[config.mk]
export PLATFORM = sky130hd
export DESIGN_NAME = irc_config_regs
export DESIGN_NICKNAME = d
export VERILOG_FILES = /design/src/verilog/irc_pkg.sv /design/src/verilog/irc_config_regs.sv /design/src/verilog/irc_freq_decode.sv
export SDC_FILE = /design/constraint.sdc
export NUM_CORES = 1
export LEC_CHECK = 0
export BUFFER_PORTS_ARGS = -buffer_cell sky130_fd_sc_hd__buf_2
export CORE_UTILIZATION = 53
export DETAILED_ROUTE_END_ITERATION = 16
export PLACE_DENSITY_LB_ADDON = 0.15
export SYNTH_ARGS = -nofsm -noshare
export SYNTH_HDL_FRONTEND = slang
export SYNTH_SLANG_ARGS = --single-unit
[constraint.sdc]
create_clock -name sys_clk -period 4.15 [get_ports sys_clk]
set_clock_uncertainty 0.1 [all_clocks]
set_input_delay 1.245 -clock sys_clk [delete_from_list [all_inputs] [get_ports sys_clk]]
set_output_delay 1.245 -clock sys_clk [all_outputs]
set_load 0.005 [all_outputs]
[src/verilog/irc_pkg.sv]
package irc_pkg;

  // geometry of the bank
  localparam int IRC_NUM_INPUTS = 4;
  localparam int IRC_ADDR_W = 8;
  localparam int IRC_DATA_W = 8;
  localparam int IRC_RANK_W = 4;
  localparam int IRC_CODE_W = 4;
  localparam int IRC_PROF_W = 2;
  localparam int IRC_NUM_PROFILES = 4;
  localparam int IRC_KHZ_W = 17;

  // register addresses
  localparam logic [IRC_ADDR_W-1:0] IRC_ADDR_RANK4 = 8'h1c;
  localparam logic [IRC_ADDR_W-1:0] IRC_ADDR_PATH_SEL = 8'h4b;
  localparam logic [IRC_ADDR_W-1:0] IRC_SRC_ADDR [IRC_NUM_INPUTS] =
    '{8'h22, 8'h23, 8'h27, 8'h28};

  // reset values and the rank value that removes input four
  localparam logic [IRC_DATA_W-1:0] IRC_SRC_RESET [IRC_NUM_INPUTS] =
    '{8'h00, 8'h00, 8'h03, 8'h03};
  localparam logic [IRC_RANK_W-1:0] IRC_MAIN_RANK_RESET = 4'h5;
  localparam logic [IRC_RANK_W-1:0] IRC_AUX_RANK_RESET = 4'h0;
  localparam logic IRC_PATH_SEL_RESET = 1'b0;
  localparam logic [IRC_RANK_W-1:0] IRC_RANK_OFF = 4'h0;

  // field positions in the source configuration, rank and path select bytes
  localparam int IRC_PREDIV_BIT = 7;
  localparam int IRC_LOCK8K_BIT = 6;
  localparam int IRC_PROF_LO = 4;
  localparam int IRC_CODE_LO = 0;
  localparam int IRC_PATH_SEL_BIT = 4;
  localparam int IRC_RANK_LO = 0;

  // frequency codes
  typedef enum logic [IRC_CODE_W-1:0] {
    IRC_FREQ_8K     = 4'b0000,
    IRC_FREQ_T1E1   = 4'b0001,
    IRC_FREQ_6M48   = 4'b0010,
    IRC_FREQ_19M44  = 4'b0011,
    IRC_FREQ_25M92  = 4'b0100,
    IRC_FREQ_38M88  = 4'b0101,
    IRC_FREQ_51M84  = 4'b0110,
    IRC_FREQ_77M76  = 4'b0111,
    IRC_FREQ_2K     = 4'b1001,
    IRC_FREQ_4K     = 4'b1010
  } irc_freq_t;

  // nominal rates in kHz
  localparam logic [IRC_KHZ_W-1:0] IRC_KHZ_NONE = 17'h00000;
  localparam logic [IRC_KHZ_W-1:0] IRC_KHZ_8K = 17'd8;
  localparam logic [IRC_KHZ_W-1:0] IRC_KHZ_1544 = 17'd1544;
  localparam logic [IRC_KHZ_W-1:0] IRC_KHZ_2048 = 17'd2048;
  localparam logic [IRC_KHZ_W-1:0] IRC_KHZ_6M48 = 17'd6480;
  localparam logic [IRC_KHZ_W-1:0] IRC_KHZ_19M44 = 17'd19440;
  localparam logic [IRC_KHZ_W-1:0] IRC_KHZ_25M92 = 17'd25920;
  localparam logic [IRC_KHZ_W-1:0] IRC_KHZ_38M88 = 17'd38880;
  localparam logic [IRC_KHZ_W-1:0] IRC_KHZ_51M84 = 17'd51840;
  localparam logic [IRC_KHZ_W-1:0] IRC_KHZ_77M76 = 17'd77760;
  localparam logic [IRC_KHZ_W-1:0] IRC_KHZ_2K = 17'd2;
  localparam logic [IRC_KHZ_W-1:0] IRC_KHZ_4K = 17'd4;

endpackage

[src/verilog/irc_config_regs.sv]
// Functional notes
// [RL1] input four rank: lower nonzero ranks higher; zero removes it from selection
// [RL2] path select bit steers rank access to main or aux copy, each own default
// [RL3] source byte: bit7 predivide, bit6 lock 8k, bits5:4 profile, bits3:0 code
// [RL4] software sets code to 8 kHz whenever predivide-all is set
// [RL5] lock-at-8k routes input through preset divider; clear means direct to dpll; dpll_direct here also needs predivide clear
// [RL6] frequency code decodes to nominal rate; unused codes flagged invalid
// [RL7] inputs two to four share the layout; three and four reset to code 0011
// [RL8] two-bit profile field picks one of four leaky-bucket configurations
module irc_config_regs
  import irc_pkg::*;
(
  input wire logic sys_clk,
  input wire logic rst_n,
  input wire logic [IRC_ADDR_W-1:0] cfg_addr,
  input wire logic cfg_wr_en,
  input wire logic [IRC_DATA_W-1:0] cfg_wr_data,
  input wire logic cfg_rd_en,
  output logic [IRC_DATA_W-1:0] cfg_rd_data,
  output logic cfg_rd_valid,
  input wire logic sonet_sdh_rate_select,
  output logic path_bank_select,
  output logic [IRC_RANK_W-1:0] main_path_rank,
  output logic [IRC_RANK_W-1:0] aux_path_rank,
  output logic main_path_input4_enabled,
  output logic aux_path_input4_enabled,
  output logic [IRC_NUM_INPUTS-1:0] predivide_all,
  output logic [IRC_NUM_INPUTS-1:0] lock_at_8k,
  output logic [IRC_NUM_INPUTS-1:0] dpll_direct,
  output logic [IRC_NUM_INPUTS-1:0] predivide_code_conflict,
  output logic [IRC_NUM_INPUTS*IRC_PROF_W-1:0] activity_profile_choice,
  output logic [IRC_NUM_INPUTS*IRC_NUM_PROFILES-1:0] activity_bucket_onehot,
  output logic [IRC_NUM_INPUTS*IRC_CODE_W-1:0] input_freq_code,
  output logic [IRC_NUM_INPUTS*IRC_KHZ_W-1:0] freq_khz,
  output logic [IRC_NUM_INPUTS-1:0] freq_code_valid
);

  logic [IRC_DATA_W-1:0] src_cfg [IRC_NUM_INPUTS];
  logic [IRC_DATA_W-1:0] next_src_cfg [IRC_NUM_INPUTS];
  logic [IRC_RANK_W-1:0] next_main_rank;
  logic [IRC_RANK_W-1:0] next_aux_rank;
  logic next_path_sel;
  logic [IRC_DATA_W-1:0] next_rd_data;
  logic next_rd_valid;
  logic addr_mapped;

  // write decode for all registers
  always_comb
  begin
    for (int i = 0; i < IRC_NUM_INPUTS; i++)
    begin
      next_src_cfg[i] = src_cfg[i];
      if (cfg_wr_en && cfg_addr == IRC_SRC_ADDR[i])
        next_src_cfg[i] = cfg_wr_data; // RL3 RL7
    end
    next_main_rank = main_path_rank;
    next_aux_rank = aux_path_rank;
    if (cfg_wr_en && cfg_addr == IRC_ADDR_RANK4)
    begin
      if (path_bank_select)
        next_aux_rank = cfg_wr_data[IRC_RANK_LO +: IRC_RANK_W]; // RL2
      else
        next_main_rank = cfg_wr_data[IRC_RANK_LO +: IRC_RANK_W]; // RL2
    end
    next_path_sel = path_bank_select;
    if (cfg_wr_en && cfg_addr == IRC_ADDR_PATH_SEL)
      next_path_sel = cfg_wr_data[IRC_PATH_SEL_BIT];
  end

  // register storage
  always_ff @(posedge sys_clk)
  begin
    if (!rst_n)
    begin
      for (int i = 0; i < IRC_NUM_INPUTS; i++)
        src_cfg[i] <= IRC_SRC_RESET[i]; // RL7
      main_path_rank <= IRC_MAIN_RANK_RESET; // RL2
      aux_path_rank <= IRC_AUX_RANK_RESET; // RL2
      path_bank_select <= IRC_PATH_SEL_RESET;
    end
    else
    begin
      for (int i = 0; i < IRC_NUM_INPUTS; i++)
        src_cfg[i] <= next_src_cfg[i];
      main_path_rank <= next_main_rank;
      aux_path_rank <= next_aux_rank;
      path_bank_select <= next_path_sel;
    end
  end

  // read mux; unmapped addresses read zero, unused bits read zero
  always_comb
  begin
    next_rd_data = '0;
    addr_mapped = 1'b0;
    next_rd_valid = cfg_rd_en;
    for (int i = 0; i < IRC_NUM_INPUTS; i++)
    begin
      if (cfg_addr == IRC_SRC_ADDR[i])
      begin
        next_rd_data = src_cfg[i];
        addr_mapped = 1'b1;
      end
    end
    if (cfg_addr == IRC_ADDR_RANK4)
    begin
      next_rd_data[IRC_RANK_LO +: IRC_RANK_W] =
        path_bank_select ? aux_path_rank : main_path_rank; // RL2
      addr_mapped = 1'b1;
    end
    if (cfg_addr == IRC_ADDR_PATH_SEL)
    begin
      next_rd_data[IRC_PATH_SEL_BIT] = path_bank_select;
      addr_mapped = 1'b1;
    end
    if (!cfg_rd_en)
      next_rd_data = '0;
  end

  // read data register, one cycle after the strobe
  always_ff @(posedge sys_clk)
  begin
    if (!rst_n)
    begin
      cfg_rd_data <= '0;
      cfg_rd_valid <= 1'b0;
    end
    else
    begin
      cfg_rd_data <= next_rd_data;
      cfg_rd_valid <= next_rd_valid;
    end
  end

  // a zero rank takes input four out of automatic selection
  assign main_path_input4_enabled = (main_path_rank != IRC_RANK_OFF); // RL1
  assign aux_path_input4_enabled = (aux_path_rank != IRC_RANK_OFF); // RL1

  // per-input field split, routing and rate decode
  for (genvar g = 0; g < IRC_NUM_INPUTS; g++)
  begin : g_input
    assign predivide_all[g] = src_cfg[g][IRC_PREDIV_BIT]; // RL3
    assign lock_at_8k[g] = src_cfg[g][IRC_LOCK8K_BIT]; // RL3
    assign activity_profile_choice[g*IRC_PROF_W +: IRC_PROF_W] =
      src_cfg[g][IRC_PROF_LO +: IRC_PROF_W]; // RL3
    assign input_freq_code[g*IRC_CODE_W +: IRC_CODE_W] =
      src_cfg[g][IRC_CODE_LO +: IRC_CODE_W]; // RL3
    // neither divider chosen means the input feeds the dpll unchanged
    assign dpll_direct[g] = !src_cfg[g][IRC_LOCK8K_BIT]
      && !src_cfg[g][IRC_PREDIV_BIT]; // RL5
    // software slip: predivide set but code is not 8 kHz
    assign predivide_code_conflict[g] = src_cfg[g][IRC_PREDIV_BIT]
      && (src_cfg[g][IRC_CODE_LO +: IRC_CODE_W] != IRC_FREQ_8K); // RL4
    assign activity_bucket_onehot[g*IRC_NUM_PROFILES +: IRC_NUM_PROFILES] =
      IRC_NUM_PROFILES'(1) << src_cfg[g][IRC_PROF_LO +: IRC_PROF_W]; // RL8

    irc_freq_decode u_decode (
      .sys_clk(sys_clk),
      .rst_n(rst_n),
      .freq_code(src_cfg[g][IRC_CODE_LO +: IRC_CODE_W]),
      .sonet_sdh_rate_select(sonet_sdh_rate_select),
      .freq_khz(freq_khz[g*IRC_KHZ_W +: IRC_KHZ_W]),
      .freq_code_valid(freq_code_valid[g])
    ); // RL6
  end
endmodule

[src/verilog/irc_freq_decode.sv]
module irc_freq_decode
  import irc_pkg::*;
(
  input wire logic sys_clk,
  input wire logic rst_n,
  input wire logic [IRC_CODE_W-1:0] freq_code,
  input wire logic sonet_sdh_rate_select,
  output logic [IRC_KHZ_W-1:0] freq_khz,
  output logic freq_code_valid
);

  logic [IRC_KHZ_W-1:0] next_freq_khz;
  logic next_freq_code_valid;

  // map the frequency code to a nominal rate, unused codes flagged
  always_comb
  begin
    next_freq_code_valid = 1'b1;
    case (freq_code)
      IRC_FREQ_8K: next_freq_khz = IRC_KHZ_8K; // RL6
      IRC_FREQ_T1E1: next_freq_khz = sonet_sdh_rate_select ? IRC_KHZ_1544 : IRC_KHZ_2048; // RL6
      IRC_FREQ_6M48: next_freq_khz = IRC_KHZ_6M48;
      IRC_FREQ_19M44: next_freq_khz = IRC_KHZ_19M44;
      IRC_FREQ_25M92: next_freq_khz = IRC_KHZ_25M92;
      IRC_FREQ_38M88: next_freq_khz = IRC_KHZ_38M88;
      IRC_FREQ_51M84: next_freq_khz = IRC_KHZ_51M84;
      IRC_FREQ_77M76: next_freq_khz = IRC_KHZ_77M76;
      IRC_FREQ_2K: next_freq_khz = IRC_KHZ_2K;
      IRC_FREQ_4K: next_freq_khz = IRC_KHZ_4K;
      default:
      begin
        next_freq_khz = IRC_KHZ_NONE; // RL6
        next_freq_code_valid = 1'b0;
      end
    endcase
  end

  // registered decode
  always_ff @(posedge sys_clk)
  begin
    if (!rst_n)
    begin
      freq_khz <= IRC_KHZ_NONE;
      freq_code_valid <= 1'b0;
    end
    else
    begin
      freq_khz <= next_freq_khz;
      freq_code_valid <= next_freq_code_valid;
    end
  end

endmodule

Word level (Yosys, flattened, before mapping). Memory sizes are Yosys's and may differ from the RTL's. Cells that the tools add are included.

Word-level logic and storage cells: 130. Bits in latches: 0. Input port bits: 21. Output and inout bits: 148. Register bits: 90. Memories: 1. Memory bits (writable): 32. Bits in read-only memories: 0.

Multipliers: 0. Reduce and logical (&&, ||, !) cells: 39. Div/mod/pow operators: 0. $lt $le $gt $ge: 0. Equality and inequality tests: 42. Bitwise logic cells: 5. Shifts and indexed selects: 4. Mux-type cells: 26. $add $sub $neg: 0.

Memories: src_cfg (depth 4, width 8, read ports 4, clocked after memory_dff 0, write ports 4, RTL line irc_config_regs.sv:38) `logic [IRC_DATA_W-1:0] src_cfg [IRC_NUM_INPUTS];`.

Operators by type and width (count): one-hot mux 17 bit (10 select lines) (4); two-way mux 8 bit (12); equality test 4 x 3 -> 1 bit (second input constant) (16); OR reduction 10 bit (4); equality test 4 x 2 -> 1 bit (second input constant) (8); equality test 4 bit (second input constant) (8); equality test 8 x 6 -> 1 bit (second input constant) (4); nonzero test 4 bit (6); equality test 4 x 1 -> 1 bit (second input constant) (4); zero test 4 bit (4); left shift 1 x 2 -> 4 bit (first input constant) (4); logical AND 1 bit (14); two-way mux 12 bit (1); equality test 8 x 5 -> 1 bit (second input constant) (1); equality test 8 x 7 -> 1 bit (second input constant) (1); zero test 1 bit (8); two-way mux 4 bit (2); two-way mux 1 bit (7); AND reduction 2 bit (3); bitwise OR 1 bit (4); inverter 1 bit (1).

Logic depth before layout (Yosys ltp). Gate-level depths: netlist of run 1.

Depth in word-level cells: 6. Gate-level depth with buffers: 6. Gate-level depth less buffers: 4.

By module. A second synthesis of run 1 with hierarchy kept.

Cells, all modules: 509. Area, all modules: 4931.0 um2.

Modules (own cells, without submodules): irc_config_regs (seq. area each 1001.0 um2, area each 2518.7 um2, cells an instance 273, times used 1); irc_freq_decode (seq. area each 320.3 um2, area each 603.1 um2, cells an instance 59, times used 4).

Worst setup path before layout of run 1. OpenSTA, ideal clock, no wires.

Kind: input -> register. From: in cfg_addr[1]. To: mem src_cfg[1][7]. Buffers on the path: 2. Library setup time: 128 ps. Stages on the path: 6. Slack: 1316 ps. Required time: 3922 ps. Arrival: 2607 ps. Cell sequence: buf_4 -> or4b_1 -> buf_2 -> nor3_4 -> mux2i_1 -> nor2_1.

RTL lines: start, declared (RTL line irc_config_regs.sv:15) `input wire logic [IRC_ADDR_W-1:0] cfg_addr,`; end, declared (RTL line irc_config_regs.sv:38).

==> results of run 1 <==
worst max-delay path, cell delays in order (launching register included):
cell	delay (ns)
dfxtp_1	0.51
o41a_1	0.52
buf_2	0.15
kinds of logic after synthesis:
kind of cell	count (synthesis)	synth area share (%)
AND/OR/NAND/NOR	229	23.9
flip-flops	114	48.5
XOR/XNOR	4	0.744
AO/OA/AOI/OAI	76	10.1
buffers and inverters	68	6.69
multiplexers	46	9.99
other	1	0.0796
placed cells by master, fill, tap and decap left out, types with 13 or more instances in the layout:
cell and instances:
buf_2 164, dfxtp_1 114, nor2_1 90, nand2_1 48, a21oi_1 38, mux2i_1 38
nor3_1 18, nand3_1 17, clkbuf_16 16, inv_1 13
cell type report:
class                           instances  area [sq um]  area share [%]
Clock buffer                           22           483            7.99
Clock inverter                          8           126            2.09
Inverter                               13          48.8           0.808
Multi-Input combinational cell        359          2120            35.1
Sequential cell                       114          2280            37.8
Tap cell                              108           135            2.24
Timing Repair Buffer                  167           843            14.0
final timing paths:
path                          start                          to  slack, ns  depth (start not counted)
setup reg to reg      src_cfg[1][0]              cfg_rd_data[0]       2.46                          3
hold / removal    main_path_rank[3]           main_path_rank[3]       0.39                          2
setup / recovery      src_cfg[3][0]  predivide_code_conflict[3]       1.13                          2
hold reg to reg   main_path_rank[3]           main_path_rank[3]       0.39                          2
cell usage after synthesis (3+ instances only):
| library cell | number | area share (%) |
|---|---|---|
| mux2_2 | 8 | 1.9 |
| clkbuf_1 | 34 | 2.7 |
| dfxtp_1 | 114 | 48 |
| nand2b_1 | 7 | 0.93 |
| nor4b_1 | 3 | 0.56 |
| and4_1 | 4 | 0.74 |
| o22ai_1 | 4 | 0.53 |
| nor3_1 | 18 | 1.9 |
| a21oi_1 | 38 | 4.0 |
| nor2_1 | 90 | 7.2 |
| mux2i_1 | 38 | 8.1 |
| o41a_1 | 3 | 0.72 |
| a2111oi_0 | 4 | 0.74 |
| nor3b_1 | 10 | 1.6 |
| o21a_1 | 4 | 0.64 |
| and3_1 | 6 | 0.80 |
| and2_1 | 5 | 0.66 |
| nand3_1 | 17 | 1.8 |
| xnor2_1 | 4 | 0.74 |
| o32a_1 | 3 | 0.64 |
| o21ai_0 | 9 | 0.96 |
| inv_1 | 13 | 1.0 |
| a31oi_1 | 4 | 0.53 |
| buf_2 | 6 | 0.64 |
| buf_4 | 14 | 2.2 |
| nand2_1 | 48 | 3.8 |
| nor2b_1 | 7 | 0.93 |
| o32ai_1 | 4 | 0.74 |
registers in the layout, indices dropped and copies added, names as in the netlist:
register                          flops
g_input.u_decode.freq_khz            60
src_cfg                              32
cfg_rd_data                           8
aux_path_rank                         4
g_input.u_decode.freq_code_valid      4
main_path_rank                        4
cfg_rd_valid                          1
path_bank_select                      1
per-layer routing:
| layer | vias up | wire length (microns) |
|---|---|---|
| met5 | - | 0 |
| met4 | 0 | 168 |
| met3 | 21 | 1060 |
| met2 | 212 | 6030 |
| met1 | 2066 | 5480 |
| li1 | 2098 | - |
through the flow:
stage / power [mW] / instances / utilization [%]
6_report: 2.68 / 791 / 69.6
5_1_grt: 2.76 / 791 / 69.6
4_1_cts: 2.69 / 791 / 69.6
3_5_place_dp: 1.23 / 761 / 62.6
3_3_place_gp: 1.23 / 761 / 62.6
2_1_floorplan: 1.19 / 541 / -
report_power, final:
group	internal (mW)	switching, mW	total (mW)
Sequential	1.11	0.00429	1.11
Clock	0.987	0.481	1.47
Combinational	0.0320	0.0656	0.0977
Total	2.13	0.551	2.68
==> flow_metrics.py, run 1 <==
metrics = {
    "timing": {
        "finalMaxSlewViolations": 0,
        "post-route-min-period_ns": 3.02,
        "setup_viol": 0,
        "setup_ws_ns": 1.13,
        "fin_crit_sh_pct": 72.7,
        "tightest_slew_ns": 0.770,
        "fin_setup_tns_ns": 0,
        "rsz0062_at_grt": "no",
        "fmax_mhz": 332,
        "hold_violations": 0,
        "whs_ns": 0.386,
        "timing.slew.headroom_pct": 48.5,
    },
    "global_routing": {
        "use_met2_pct": 44.4,
        "grt_usage_pct": 27.8,
        "grt_overflow": 0,
        "globalRouteMet1Util_pct": 35.6,
        "grt_pass1_wl_mm": 19.5,
        "grt_pass1_vias": 3823,
        "grt_max_degree": 25,
        "grt_util_met3_pct": 9.40,
        "antenna_found_initial": 0,
        "grt-busiest-layer": "met2",
    },
    "clock_tree": {
        "clock_sinks": 114,
        "cts_setup_buffers": 0,
        "htree_levels": 4,
        "clock_latency_ns": 0.50,
        "cts_root_buf": "clkbuf_8",
        "holdBufCountCts": 0,
        "clk_pin_slew_ns": 0.05,
        "cts_buffers": 17,
        "cts.path.max_buffers": 2,
        "cts_resized": 0,
        "cts_tree": "yes",
    },
    "pwr": {
        "ir_drop_mv": 0.310,
        "power_density_nw_per_um2": 443,
        "p_leak_nw": 2.85,
    },
    "yosys": {
        "ys.flop_type": "dfxtp_1",
        "async_reset_ff_share_pct": 0,
        "synth_edf_count": 0,
        "ys_ff_latch": 114,
        "ys_seq_area_share_pct": 48.5,
        "ys_types": 45,
        "yosysWarnings": 0,
        "syn_avg_cell_area_sq_um": 8.75,
        "syn_inst": 538,
        "syn-cell-area_sq_um": 4710,
    },
    "drt": {
        "wl_per_cell_microns": 16.1,
        "dr.pass1.iters": 5,
        "first_iter_violations": 345,
        "routed-via-count": 4397,
        "routed_via_density": 5.56,
        "ant_nets": 0,
        "drcViolationCount": 0,
        "wirelength_mm": 12.7,
    },
    "floorplan": {
        "die_w_microns": 96.3,
        "core_region_area_sq_um": 8680,
        "die_h_microns": 96.3,
        "die_area_sq_um": 9270,
        "num_io_pins": 169,
        "rows": 34,
        "start_util_pct": 54.3,
    },
    "layout": {
        "syn2layout_area_growth_pct": 28.3,
        "fin_nets": 693,
        "n_antenna_cell": 0,
        "final_cell_area_sq_um": 6040,
        "drive_above_1_share_pct": 30.9,
        "nFillCells": 727,
    },
    "worst_setup_path": {
        "start_kind": "register",
        "cp-end-kind": "output port",
        "cp.required_ns": 2.80,
        "crit_fanout": 17,
        "crit_arrival_ns": 1.67,
        "crit_type": "register to output port",
    },
    "worst_hold_path": {
        "min_path_type": "register to register",
    },
    "place": {
        "gp_congestion": 0.974,
        "place_ws_ns": 0.866,
        "dpl_cell_area_sq_um": 5430,
        "port_buffers": 164,
        "dpl.hpwl_mm": 8.84,
    },
    "job": {
        "maxCapViolCount": 0,
    },
    "run_status": {
        "outcome": "completed",
    },
}
(Power assumes the default switching activity.)
==> run 2: changes to the inputs <==
--- a/config.mk
+++ b/config.mk
@@ -5,8 +5,9 @@
 export SDC_FILE = /design/constraint.sdc
 export NUM_CORES = 1
 export LEC_CHECK = 0
+export ABC_AREA = 1
 export BUFFER_PORTS_ARGS = -buffer_cell sky130_fd_sc_hd__buf_2
-export CORE_UTILIZATION = 53
+export CORE_UTILIZATION = 44
 export DETAILED_ROUTE_END_ITERATION = 16
 export PLACE_DENSITY_LB_ADDON = 0.15
 export SYNTH_ARGS = -nofsm -noshare
==> constraint.sdc (replaced) <==
create_clock -name sys_clk -period 2.7 [get_ports sys_clk]
set_clock_uncertainty 0.1 [all_clocks]
set_input_delay 0.81 -clock sys_clk [delete_from_list [all_inputs] [get_ports sys_clk]]
set_output_delay 0.81 -clock sys_clk [all_outputs]
set_load 0.005 [all_outputs]
==> run 2 against run 1 <==
  * Non-clock buffer count did not move
  * Combinational power rose by 44%
  * Critical path depth rose by 3
  * Die area rose by 16%
  * Register-to-register slack got worse by 1.3 ns
  * Via count rose by 0.25%
  * Count of clock-buffer cells in the layout rose by 3
  * Total power rose by 41%
  * Sequential power rose by 54%
  * Sequential share of layout area rose by 1.0 points
  * Synthesized area fell by 3.6%
  * Critical path type unchanged
  * Critical endpoint is now predivide_code_conflict[0]
==> flow_metrics.py, run 2 <==
metrics = {
    "yosys": {
        "synth_top_family_by_area": "simple AND/OR/NAND/NOR gates",
        "synth.most_common_cell": "nor2_1",
        "syn-cell-area_sq_um": 4540,
        "yosysWarnings": 0,
        "synth_top_area_share_pct": 50.3,
        "async_reset_ff_share_pct": 0,
        "syn_avg_cell_area_sq_um": 7.54,
        "synth_adder_area_share_pct": 0,
        "synth_edf_count": 0,
        "synthTopCellsByArea": "dfxtp_1, nor2_1, inv_1",
        "synth_mux_area_share_pct": 0,
        "synth_top_area_cell": "dfxtp_1",
        "ys_types": 34,
        "ys_seq_area_share_pct": 50.3,
        "synth_compound_area_share_pct": 13.6,
        "yosys-top-cells-count": "nor2_1, dfxtp_1, inv_1",
        "yosys.area_share.simple_pct": 25.2,
        "synth_xor_area_share_pct": 0,
        "syn_inst": 602,
        "ys_ff_latch": 114,
        "ys.flop_type": "dfxtp_1",
    },
    "layout": {
        "top_regs": "g_input.u_decode.freq_khz: 60 flops, src_cfg: 32 flops, cfg_rd_data: 8 flops",
        "n_antenna_cell": 0,
        "nFillCells": 894,
        "drive_above_1_share_pct": 27.8,
        "top_register": "g_input.u_decode.freq_khz",
        "final_cell_mix": "buf_2, nor2_1, dfxtp_1",
        "layout_commonest_cell": "buf_2",
        "fin_nets": 783,
        "largest_register_ff_count": 60,
        "syn2layout_area_growth_pct": 29.7,
    },
    "pwr": {
        "power_mw": 3.76,
        "ir_drop_mv": 0.349,
        "power_density_nw_per_um2": 639,
        "p_leak_nw": 2.95,
    },
    "timing": {
        "post-route-min-period_ns": 2.56,
        "setup_viol": 0,
        "fmax_mhz": 391,
        "fin_crit_sh_pct": 94.7,
        "hold_violations": 0,
        "rsz0062_at_grt": "no",
        "tightest_slew_ns": 0.508,
        "timing.slew.headroom_pct": 66.1,
        "fin_setup_tns_ns": 0,
        "finalMaxSlewViolations": 0,
    },
    "drt": {
        "wirelength_mm": 12.4,
        "drcViolationCount": 0,
        "routed_via_density": 4.86,
        "wl_per_cell_microns": 13.6,
        "dr.pass1.iters": 6,
        "ant_nets": 0,
        "first_iter_violations": 254,
        "routed-via-count": 4408,
    },
    "global_routing": {
        "antenna_found_initial": 0,
        "grt_pass1_vias": 3967,
        "grt_usage_pct": 23.9,
        "grt_max_degree": 29,
        "grt_pass1_wl_mm": 20.2,
        "grt_overflow": 0,
    },
    "clock_tree": {
        "holdBufCountCts": 0,
        "cts_setup_buffers": 0,
        "clk_pin_slew_ns": 0.05,
        "clock_sinks": 114,
        "cts_root_buf": "clkbuf_8",
        "cts.path.max_buffers": 2,
        "cts_tree": "yes",
        "clock_latency_ns": 0.51,
        "htree_levels": 4,
        "cts_buffers": 17,
        "cts_resized": 0,
    },
    "floorplan": {
        "core_region_area_sq_um": 9860,
        "rows": 36,
        "num_io_pins": 169,
        "start_util_pct": 46.0,
        "die_h_microns": 104,
        "die_w_microns": 104,
        "die_area_sq_um": 10700,
    },
    "worst_setup_path": {
        "crit_path_max_incr_delay_ns": 0.38,
        "crit_path_cell_trace": "nor2_1 > inv_1 > nor2_1 > nor2_1 > buf_2",
        "crit_fanout": 7,
        "setup.worst_path.end": "predivide_code_conflict[0]",
        "r2r_end": "g_input[2].u_decode.freq_khz[9]",
        "cp-end-kind": "output port",
        "crit_type": "register to output port",
        "reg2reg_from": "src_cfg[2][0]",
        "crit_slowest_cell": "dfxtp_1",
        "start_kind": "register",
        "crit_start": "src_cfg[0][3]",
        "crit_arrival_ns": 1.65,
        "r2r_cells": 8,
        "rrSetupSlack_ns": 1.13,
        "cp.required_ns": 1.79,
        "path_common_cell": "nor2_1",
    },
    "place": {
        "port_buffers": 164,
        "dpl.hpwl_mm": 9.15,
        "gp_congestion": 0.899,
    },
    "worst_hold_path": {
        "min_path_type": "register to register",
    },
    "job": {
        "maxCapViolCount": 0,
    },
    "run_status": {
        "outcome": "completed",
    },
}
## run 2: changes by cell type after synthesis, moves of 7 or more
| cell | delta |
|---|---|
| inv_1 | +64 |
| mux2i_1 | -38 |
| o21ai_0 | +37 |
| nor2_1 | +31 |
| clkbuf_1 | -29 |
| nand2_1 | +28 |
| a21oi_1 | +17 |
| nand3_1 | +10 |
| nor3b_1 | -10 |
| mux2_2 | -8 |
| nand2b_1 | -7 |
| nor2b_1 | -7 |
## run 2: cell type report
| class | count | area (sq um) | share of cell area [%] |
|---|---|---|---|
| tap | 133 | 166 | 2.83 |
| clock buffer | 25 | 484 | 8.23 |
| inverter | 81 | 304 | 5.16 |
| multi-input combinational | 381 | 1780 | 30.2 |
| sequential | 114 | 2280 | 38.8 |
| clock inverter | 6 | 30.0 | 0.510 |
| timing repair buffer | 167 | 843 | 14.3 |
## run 2: per-stage QoR
| step | cell area [sq um] | hold WS (ns) | utilization (%) | cells | setup WS (ns) |
|---|---|---|---|---|---|
| finish | 5890 | 0.400 | 59.7 | 907 | 0.144 |
| global route | 5890 | 0.433 | 59.7 | 907 | 0.00882 |
| CTS | 5890 | 0.404 | 59.7 | 907 | 0.154 |
| detailed placement | 5370 | 0.395 | 54.5 | 876 | 0.267 |
| global placement | 5370 | 0.389 | 54.5 | 876 | 0.385 |
| floorplan | 4550 | 0.368 | - | 605 | 0.855 |
## run 2: worst min path at each step
stage                              to  slack (ns)  cells after the start         startpoint
floorplan               src_cfg[1][6]        0.37                      2      src_cfg[1][6]
global placement    main_path_rank[1]        0.39                      2  main_path_rank[1]
detailed placement  main_path_rank[3]        0.40                      2  main_path_rank[3]
CTS                 main_path_rank[3]        0.40                      2  main_path_rank[3]
global route            src_cfg[3][6]        0.43                      2      src_cfg[3][6]
finish              main_path_rank[3]        0.40                      2  main_path_rank[3]
## run 2: where the power goes
part	switching, mW	total, mW	internal, mW
sequential	0.00643	1.71	1.70
combinational	0.0950	0.141	0.0464
clock	0.703	1.91	1.21
total	0.805	3.76	2.96
## run 2: kinds of logic after synthesis
group           after synthesis
other cells                   1
simple gates                259
buf+inv                     110
flops                       114
compound gates              118
## run 2: metal layers
layer  vias to the layer above  track usage (%)  share of wire, %
li1                       2226                -                 -
met1                      1969             31.7                47
met2                       192             37.3                45
met3                        21             5.73               6.5
met4                         0             9.83               1.9
met5                         -                0                 0
## run 2: critical path: cells and delay by family, from the launching register on
family | cells | cell delay, ns
and+or+nand+nor | 3 | 0.53
DFF | 1 | 0.38
buffers and inverters | 2 | 0.23
